## config.mk

```make
export PLATFORM = sky130hd
export DESIGN_NAME = scr_originator
export DESIGN_NICKNAME = d
export VERILOG_FILES = /design/src/verilog/scr_pkg.sv /design/src/verilog/scr_originator.sv
export SDC_FILE = /design/constraint.sdc
export NUM_CORES = 1
export LEC_CHECK = 0
export BUFFER_PORTS_ARGS = -buffer_cell sky130_fd_sc_hd__buf_2
export CORE_ASPECT_RATIO = 1.75
export CORE_MARGIN = 4
export CORE_UTILIZATION = 50
export DETAILED_ROUTE_END_ITERATION = 16
export PLACE_DENSITY = 0.78
export SETUP_SLACK_MARGIN = 0.02
export SLEW_MARGIN = 10
export SYNTH_ARGS = -nofsm -noshare
export SYNTH_HDL_FRONTEND = slang
export SYNTH_SLANG_ARGS = --single-unit
```

## constraint.sdc

```tcl
create_clock -name core_clk -period 2.4 [get_ports core_clk]
set_input_delay 0.24 -clock core_clk [delete_from_list [all_inputs] [get_ports core_clk]]
set_output_delay 0.24 -clock core_clk [all_outputs]
set_load 0.01 [all_outputs]
```

## src/verilog/scr_pkg.sv

```systemverilog
// Constants shared by the sideband command originator: opcodes, codes and timing.
// Assumes a single 25 MHz core clock and an external frame engine on the link.
//
// Summary of operation
// - Reissue with retry bit after timeout/bad check.
// - Abort check on a malformed command, or code 0x90, means unsupported.
// - Opcodes 0x01, 0xa1, 0xa5; domain 1 +1.
// - Opcodes 0xb1, 0x61, 0xe1; domain 1 +1.
// - Local config write 0xe5, domain 1 0xe6.
// - Completion bit 7 set means fail, clear pass.
// - Originator tolerates every code, applies bit 7.
// - Bad/abort check: retry, three attempts then error.
// - Class 0x8x: retry, three attempts then notify.
// - Class 0x9x: no retry, abandon and notify.
// - All zeros: idle low 1ms, retry, three max.
package scr_pkg;

  // ****************************************************************
  // Command opcodes for domain 0 and domain 1.
  // ****************************************************************
  localparam logic [7:0] OPC_TEMP_RD_D0 = 8'h01; // Temperature read.
  localparam logic [7:0] OPC_TEMP_RD_D1 = 8'h02;
  localparam logic [7:0] OPC_PKG_RD_D0 = 8'hA1; // Package setting read.
  localparam logic [7:0] OPC_PKG_RD_D1 = 8'hA2;
  localparam logic [7:0] OPC_PKG_WR_D0 = 8'hA5; // Package setting write.
  localparam logic [7:0] OPC_PKG_WR_D1 = 8'hA6;
  localparam logic [7:0] OPC_MSR_RD_D0 = 8'hB1; // Core model register read.
  localparam logic [7:0] OPC_MSR_RD_D1 = 8'hB2;
  localparam logic [7:0] OPC_RCFG_RD_D0 = 8'h61; // Remote config read.
  localparam logic [7:0] OPC_RCFG_RD_D1 = 8'h62;
  localparam logic [7:0] OPC_LCFG_RD_D0 = 8'hE1; // Local config read.
  localparam logic [7:0] OPC_LCFG_RD_D1 = 8'hE2;
  localparam logic [7:0] OPC_LCFG_WR_D0 = 8'hE5; // Local config write.
  localparam logic [7:0] OPC_LCFG_WR_D1 = 8'hE6;

  // ****************************************************************
  // Domain field encodings.
  // ****************************************************************
  localparam logic [1:0] DOM_NONE = 2'h0; // Opcode carries no domain.
  localparam logic [1:0] DOM_0 = 2'h1; // Domain 0.
  localparam logic [1:0] DOM_1 = 2'h2; // Domain 1.

  // ****************************************************************
  // Completion codes and the frame check status from the frame engine.
  // ****************************************************************
  localparam logic [7:0] CC_PASSED = 8'h40; // Command passed.
  localparam logic [7:0] CC_UNKNOWN = 8'h90; // Unknown or illegal request.
  localparam logic [3:0] CC_CLASS_RETRY = 4'h8; // Timeout class.
  localparam logic [3:0] CC_CLASS_FATAL = 4'h9; // Abandon class.
  localparam logic [1:0] FCS_GOOD = 2'h0; // Frame check was good.
  localparam logic [1:0] FCS_BAD = 2'h1; // Frame check was bad.
  localparam logic [1:0] FCS_ABORT = 2'h2; // Frame check was an abort value.

  // ****************************************************************
  // Final result codes reported to the application.
  // ****************************************************************
  localparam logic [2:0] RES_PASS = 3'h0; // Command passed.
  localparam logic [2:0] RES_DEV_ERR = 3'h1; // Client device error.
  localparam logic [2:0] RES_NO_RESP = 3'h2; // Client could not generate a response.
  localparam logic [2:0] RES_ABANDON = 3'h3; // Failing code, abandoned.
  localparam logic [2:0] RES_UNRESP = 3'h4; // Client unresponsive.
  localparam logic [2:0] RES_UNSUPP = 3'h5; // Command unsupported.

  // ****************************************************************
  // Attempt limit and bus idle timing.
  // ****************************************************************
  localparam logic [1:0] MAX_ATTEMPTS = 2'h3; // Attempts before giving up.
  localparam int IDLE_TIME_NS = 1000000; // Forced idle time, 1 ms.
  localparam int CLK_PERIOD_NS = 40; // Core clock period.
  localparam int IDLE_CYCLES = (IDLE_TIME_NS + CLK_PERIOD_NS - 1) / CLK_PERIOD_NS;

  // Controller states, one-hot.
  typedef enum logic [4:0] {
    ST_IDLE = 5'h01,
    ST_ISSUE = 5'h02,
    ST_WAIT = 5'h04,
    ST_QUIET = 5'h08,
    ST_REPORT = 5'h10
  } scr_state_e;

endpackage

```

## src/verilog/scr_originator.sv

```systemverilog
// Command originator that sends requests to the client and applies the retry policy.
// Assumes an external frame engine that sends one frame per start pulse and
// returns one done pulse with the frame check status and completion code.
`timescale 1ns/1ps

module scr_originator #(
  parameter int IDLE_CYCLES = scr_pkg::IDLE_CYCLES
) (
  input wire logic core_clk,
  input wire logic sys_rst,
  input wire logic app_req_valid,
  input wire logic [7:0] app_opcode,
  input wire logic app_wellformed,
  output logic app_ready,
  output logic app_done,
  output logic [2:0] app_result,
  output logic [7:0] app_cc,
  output logic lnk_start,
  output logic [7:0] lnk_opcode,
  output logic [1:0] lnk_domain,
  output logic lnk_retry,
  output logic lnk_idle_low,
  input wire logic lnk_done,
  input wire logic [1:0] lnk_fcs,
  input wire logic lnk_has_cc,
  input wire logic [7:0] lnk_cc,
  input wire logic lnk_all_zero
);
  import scr_pkg::*;

  localparam int CW = $clog2(IDLE_CYCLES + 1);

  // Refuse an idle time shorter than one cycle.
  if (IDLE_CYCLES < 1)
  begin : g_bad_idle
    $error("IDLE_CYCLES must be at least one");
  end

  // ****************************************************************
  // Decoding of the domain field from an opcode.
  // ****************************************************************

  // Returns the domain encoding that belongs to a known opcode.
  function automatic logic [1:0] opcode_domain(input logic [7:0] opc);
    logic [1:0] dom;
    dom = DOM_NONE;
    unique case (opc)
      OPC_TEMP_RD_D0, OPC_PKG_RD_D0, OPC_PKG_WR_D0: dom = DOM_0;
      OPC_TEMP_RD_D1, OPC_PKG_RD_D1, OPC_PKG_WR_D1: dom = DOM_1;
      OPC_MSR_RD_D0, OPC_RCFG_RD_D0, OPC_LCFG_RD_D0: dom = DOM_0;
      OPC_MSR_RD_D1, OPC_RCFG_RD_D1, OPC_LCFG_RD_D1: dom = DOM_1;
      OPC_LCFG_WR_D0: dom = DOM_0;
      OPC_LCFG_WR_D1: dom = DOM_1;
      default: dom = DOM_NONE;
    endcase
    return dom;
  endfunction

  // ****************************************************************
  // State of the controller.
  // ****************************************************************
  scr_state_e state_reg; // Current state.
  scr_state_e state_next;
  logic [1:0] attempts_reg; // Frames sent for this command.
  logic [1:0] attempts_next;
  logic wf_reg; // Command was legal and well formed.
  logic wf_next;
  logic [CW-1:0] quiet_reg; // Remaining forced idle cycles.
  logic [CW-1:0] quiet_next;
  logic ready_next;
  logic done_next;
  logic [2:0] result_next;
  logic [7:0] cc_next;
  logic start_next;
  logic [7:0] opcode_next;
  logic [1:0] domain_next;
  logic retry_next;
  logic idle_low_next;

  // Computes the next state and outputs from the response policy.
  always_comb
  begin
    logic last_try;
    logic do_retry;
    logic [2:0] fail_res;
    last_try = (attempts_reg == MAX_ATTEMPTS);
    do_retry = 1'b0;
    fail_res = RES_PASS;
    state_next = state_reg;
    attempts_next = attempts_reg;
    wf_next = wf_reg;
    quiet_next = quiet_reg;
    ready_next = app_ready;
    done_next = 1'b0;
    result_next = app_result;
    cc_next = app_cc;
    start_next = 1'b0;
    opcode_next = lnk_opcode;
    domain_next = lnk_domain;
    retry_next = lnk_retry;
    idle_low_next = lnk_idle_low;
    unique case (state_reg)
      // Waits for a new command from the application.
      ST_IDLE:
      begin
        ready_next = 1'b1;
        if (app_req_valid)
        begin
          ready_next = 1'b0;
          opcode_next = app_opcode;
          domain_next = opcode_domain(app_opcode);
          wf_next = app_wellformed;
          attempts_next = 2'h0;
          retry_next = 1'b0;
          state_next = ST_ISSUE;
        end
      end
      // Sends one frame; every frame after the first carries the retry bit.
      ST_ISSUE:
      begin
        start_next = 1'b1;
        attempts_next = attempts_reg + 2'h1;
        state_next = ST_WAIT;
      end
      // Classifies the response once the frame engine finishes.
      ST_WAIT:
      begin
        if (lnk_done)
        begin
          cc_next = lnk_has_cc ? lnk_cc : 8'h00;
          if (lnk_all_zero)
          begin
            do_retry = !last_try;
            fail_res = RES_UNRESP;
          end
          else if (lnk_fcs == FCS_BAD)
          begin
            do_retry = !last_try;
            fail_res = RES_DEV_ERR;
          end
          else if (lnk_fcs != FCS_GOOD)
          begin
            // An abort after a malformed command points at the command.
            do_retry = !last_try;
            fail_res = wf_reg ? RES_DEV_ERR : RES_UNSUPP;
          end
          else if (!lnk_has_cc || !lnk_cc[7])
          begin
            fail_res = RES_PASS;
          end
          else if (lnk_cc[7:4] == CC_CLASS_RETRY)
          begin
            do_retry = !last_try;
            fail_res = RES_NO_RESP;
          end
          else if (lnk_cc == CC_UNKNOWN)
          begin
            fail_res = RES_UNSUPP;
          end
          else
          begin
            // Class 0x9x and any other failing code end at once.
            fail_res = RES_ABANDON;
          end
          if (do_retry)
          begin
            retry_next = 1'b1;
            if (lnk_all_zero)
            begin
              idle_low_next = 1'b1;
              quiet_next = CW'(IDLE_CYCLES - 1);
              state_next = ST_QUIET;
            end
            else
            begin
              state_next = ST_ISSUE;
            end
          end
          else
          begin
            result_next = fail_res;
            state_next = ST_REPORT;
          end
        end
      end
      // Holds the bus low for the forced idle time, then resends.
      ST_QUIET:
      begin
        if (quiet_reg == '0)
        begin
          idle_low_next = 1'b0;
          state_next = ST_ISSUE;
        end
        else
        begin
          quiet_next = quiet_reg - CW'(1);
        end
      end
      // Reports the final result for one cycle.
      ST_REPORT:
      begin
        done_next = 1'b1;
        ready_next = 1'b1;
        state_next = ST_IDLE;
      end
      default:
      begin
        state_next = ST_IDLE;
      end
    endcase
  end

  // Registers the state and every output.
  always_ff @(posedge core_clk)
  begin
    if (sys_rst)
    begin
      state_reg <= ST_IDLE;
      attempts_reg <= 2'h0;
      wf_reg <= 1'b0;
      quiet_reg <= '0;
      app_ready <= 1'b0;
      app_done <= 1'b0;
      app_result <= RES_PASS;
      app_cc <= 8'h00;
      lnk_start <= 1'b0;
      lnk_opcode <= 8'h00;
      lnk_domain <= DOM_NONE;
      lnk_retry <= 1'b0;
      lnk_idle_low <= 1'b0;
    end
    else
    begin
      state_reg <= state_next;
      attempts_reg <= attempts_next;
      wf_reg <= wf_next;
      quiet_reg <= quiet_next;
      app_ready <= ready_next;
      app_done <= done_next;
      app_result <= result_next;
      app_cc <= cc_next;
      lnk_start <= start_next;
      lnk_opcode <= opcode_next;
      lnk_domain <= domain_next;
      lnk_retry <= retry_next;
      lnk_idle_low <= idle_low_next;
    end
  end

  // Marks that the current attempt is the last one allowed.
  logic last_ok;
  assign last_ok = (attempts_reg == MAX_ATTEMPTS);
endmodule

```

# ---- After elaboration in Yosys (flattened, before gate mapping)
# Index checks and enable logic that the tools add are counted.
dict set report word_totals {
  word_cells 107
  inputBits 25
  output_inout_bits 26
  regBits 49
}
dict set report op_classes {
  n_bitwise 1
  n_reduce_logical 20
  addsub 2
  mux 42
  n_eq_ne 29
}
# cell count
set op_table {}
lappend op_table {{equality test 8 bit (second input constant)} 11}
lappend op_table {{two-way mux 15 bit} 4}
lappend op_table {{case mux 15 bit (2 select lines)} 1}
lappend op_table {{two-way mux 3 bit} 7}
lappend op_table {{two-way mux 5 bit} 4}
lappend op_table {{case mux 5 bit (4 select lines)} 1}
lappend op_table {{two-way mux 1 bit} 17}
lappend op_table {{equality test 8 x 7 -> 1 bit (second input constant)} 2}
lappend op_table {{logical NOT 15 bit} 1}
lappend op_table {{subtractor 15 x 1 -> 15 bit (second input constant)} 1}
lappend op_table {{OR reduction 7 bit} 2}
lappend op_table {{inequality test 2 bit (second input constant)} 6}
lappend op_table {{AND reduction 5 bit} 2}
lappend op_table {{nonzero test 2 bit} 5}
lappend op_table {{equality test 8 x 1 -> 1 bit (second input constant)} 1}
lappend op_table {{equality test 8 x 2 -> 1 bit (second input constant)} 1}
lappend op_table {{two-way mux 8 bit} 1}
lappend op_table {{case mux 2 bit (2 select lines)} 2}
lappend op_table {{case mux 1 bit (2 select lines)} 3}
lappend op_table {{AND reduction 2 bit} 3}
lappend op_table {{AND reduction 3 bit} 2}
lappend op_table {{equality test 5 x 1 -> 1 bit (second input constant)} 1}
lappend op_table {{equality test 5 x 2 -> 1 bit (second input constant)} 1}
lappend op_table {{equality test 5 x 3 -> 1 bit (second input constant)} 1}
lappend op_table {{12 further kinds} 14}

# ---- Longest topological paths before layout
dict set report logic_depth {
  word_depth 12
  ltp_mapped 7
  depth_no_buf 6
}

# ---- Least setup slack after synthesis
# No wires, ideal clock.
dict set report synth_path {
  path_kind {reg-to-reg}
  from {register quiet_reg[6]}
  to {register quiet_reg[2]}
  synth_period_minus_slack_ns 2.071
  slack_ns 0.329
  path_stages_with_launch 7
  setup_ns 0.091
  t_arrival_ns 1.980
  cell_sequence {dfxtp_1 -> or4_4 -> nor2_4 -> or4b_1 -> buf_6 -> and3_4 -> a311oi_1}
}
dict set report synth_between {
  elab_chain_len 3
}
# element line
set synth_rtl {}
lappend synth_rtl {{start: declaration} scr_originator.sv:68} ;# logic [CW-1:0] quiet_reg;
lappend synth_rtl {{start signal: assignment} scr_originator.sv:237} ;# quiet_reg <= quiet_next;
lappend synth_rtl {{logical NOT 15 bit} scr_originator.sv:189} ;# if (quiet_reg == '0)
lappend synth_rtl {{inequality test 2 bit (no line)} n/a}
lappend synth_rtl {{AND reduction 5 bit (no line)} n/a}
# Every way passes these cells.
# A chain may end at the register's enable or synchronous reset.

# ---- Worst setup path in the final report
dict set report layout_path {
  from {register quiet_reg[6]}
  to {register quiet_reg[1]}
}
# The elaborated chain is that of the path after synthesis.

==> impl_metrics.ini <==
[run_status]
status = complete, no violations

[logic_synthesis]
synth_area_per_cell_sq_um = 8.10
seq_area_frac_synth_pct = 41.8
synth_seq_cells = 49
synth_cell_types = 47
synth_flop_cell = dfxtp_1
synthCells = 290
synth_edf_count = 0
synthesis.area_sq_um = 2350
ys_warn_count = 0
async_flop_share_pct = 0
syn-num-nets = 317

[clock_network]
cts-root-buf = clkbuf_8
cts_max_level = 2
cts_tree = done
cts_buffer_depth = 2
clk_pin_slew_worst_paths_ps = 90
cts_buffers = 5
cts.sinks = 49
clk_latency_ps = 300

[floorplan]
dieArea_sq_um = 5900
fp.dieW_microns = 59.8
die_h_microns = 98.7
ioPinCount = 51
design.core.area_sq_um = 4480
start_util_pct = 52.4
rows = 32

[timing]
setup_viol = 0
final.min_clock_period_ps = 2250
rsz0062_at_grt = false
tightest_slew_ps = 554
fmax_ghz = 0.444
skew_ps = 3.43
min_period_over_period_pct = 93.8
slew_headroom_pct = 62.8
fin_tns_setup_ps = 0
slew_violations = 0
hold_viol = 0

[power_and_ir_drop]
peakVddDrop_uv = 619
clock_power_share_pct = 33.8
pwr-share-seq_pct = 51.3
power_density_nw_per_um2 = 609
swShare_pct = 26.5
switching_power_uw = 452
combPwrFrac_pct = 14.9
power_uw = 1710
leakagePower_uw = 0.00117
internal_power_uw = 1250

[place]
dp.cells = 383
port_buffers = 50
dp_hpwl_mm = 4.45
gp_congestion = 0.820

[global_routing]
grtUsageTotal_pct = 20.9
grt_pass1_vias = 2272
antenna_found_initial = 0
grt_overflow = 0
grt_pass1_wl_mm = 9.83
grt_max_degree = 27

[layout]
fin_cells = 393
synthToLayoutAreaGrowth_pct = 19.2
final_util_pct = 62.4
diodes = 0
layout.nets = 369
largest_register_ffs = 15
layout-drive-gt1-share_pct = 23.7
fillers = 416

[detailed_routing]
initialDrtViolationCount = 91
detail_route.wl_per_cell_microns = 15.2
routed_wirelength_mm = 5.96
ant_nets = 0
vias = 2343
route.detailed.drc = 0
via_per_inst = 5.96
first_pass_iters = 4

[critical_path]
worst_path_most_repeated_cell = or4_4
max_stage_delay_ps = 590
required_ps = 2610
critPathMaxFanout = 5
start_kind = flop
crit_arrival_ps = 2470
crit_path_cell_trace = or4_4 > or4_4 > nor4_2 > nor2_1 > a221oi_2
critPathKind = reg2reg
crit_path_end_kind = flop
slowest_stage = or4_4

[worst_hold_path]
hp-class = in2reg

[job]
maxCapViolations = 0
## metrics by stage
step | worst slack (ps) | instance area [sq um] | hold WS [ps]
final | 149 | 2800 | 167
after global routing | 36.6 | 2800 | 192
after CTS | 123 | 2750 | 160
after detailed placement | 150 | 2650 | 442
after global placement | 199 | 2650 | 437
after floorplan | 329 | 2350 | 349
## power groups by stage
stage | combinational [uW] | sequential [uW] | clock [uW]
after floorplan | 147 | 899 | 0
after detailed placement | 239 | 893 | 0
after CTS | 240 | 874 | 589
after global placement | 235 | 891 | 0
final | 255 | 875 | 576
after global routing | 287 | 881 | 619
## worst paths after layout
path,depth (start not counted),slack (ps),endpoint,from
worst min-delay path,3,170,wf_reg,app_wellformed
worst max-delay path,5,150,quiet_reg[1],quiet_reg[6]
worst max register to register,5,150,quiet_reg[1],quiet_reg[6]
worst min register to register,2,450,app_cc[5],app_cc[5]
## critical path, delay by kind of cell, from the launching register on
family / cells / cell delay [ps]
DFF: 1 / 350
AOI/OAI and AO/OA: 1 / 310
and+or+nand+nor: 4 / 1510
## cell usage after synthesis, types with 5 or more instances
library cell   n  area [sq um]
nor4_1         8          50.1
clkbuf_1      10          37.5
nor3_1         9          45.0
nand2_1       45           169
dfxtp_1       49           981
o21ai_0        9          45.0
or4_1          6          45.0
and3_1         5          31.3
nand3_1       20           100
a21oi_1       28           140
inv_1          7          26.3
nor2_1        28           105
## cells by family after synthesis
| kind of cell | after synthesis | share of synthesized area (%) |
|---|---|---|
| AO/OA/AOI/OAI | 64 | 17.6 |
| adder cells (fa/ha/maj) | 2 | 1.07 |
| buffers and inverters | 22 | 4.00 |
| flip-flops | 49 | 41.8 |
| multiplexers | 4 | 1.70 |
| AND/OR/NAND/NOR | 149 | 33.8 |
## metal layers
| layer | GRT usage [%] | routed length, microns | vias to the layer above |
|---|---|---|---|
| li1 | - | - | 1161 |
| met1 | 21.6 | 2210 | 1100 |
| met2 | 38.8 | 3330 | 66 |
| met3 | 3.41 | 254 | 16 |
| met4 | 9.22 | 167 | 0 |
| met5 | 0 | 0 | - |
## cell type report
| class | count | area [sq um] | area share (%) |
|---|---|---|---|
| clock buffer | 5 | 68.8 | 2.46 |
| clock inverter | 2 | 35.0 | 1.25 |
| inverter | 7 | 26.3 | 0.939 |
| multi-input combinational | 219 | 1300 | 46.4 |
| sequential | 49 | 981 | 35.0 |
| tap | 51 | 63.8 | 2.28 |
| timing repair buffer | 60 | 325 | 11.6 |
## what timing repair did
item | 4_1_cts | 5_1_grt
setup buffers | 0 | 3
hold buffers | 0 | 0
gates resized for setup | 0 | 4
setup endpoints to repair | 0 | 8
## placed cells by master, fill, tap and decap left out, drive strengths merged, types with 2 or more instances in the layout
cell type   n
or4         8
a311oi      4
nor4       11
a211oi      3
and2        2
a31oi       2
mux2i       4
o31ai       4
ha          2
buf        60
nor3        9
clkbuf      5
a2111oi     2
nand3b      2
nand3      20
and3b       2
nand2      45
nand4       3
a21boi      4
or3         4
a21oi      28
inv         7
dfxtp      49
nor2       29
o21ai       9
and3        6
nand2b      3
Power figures use the tool's default switching activity.
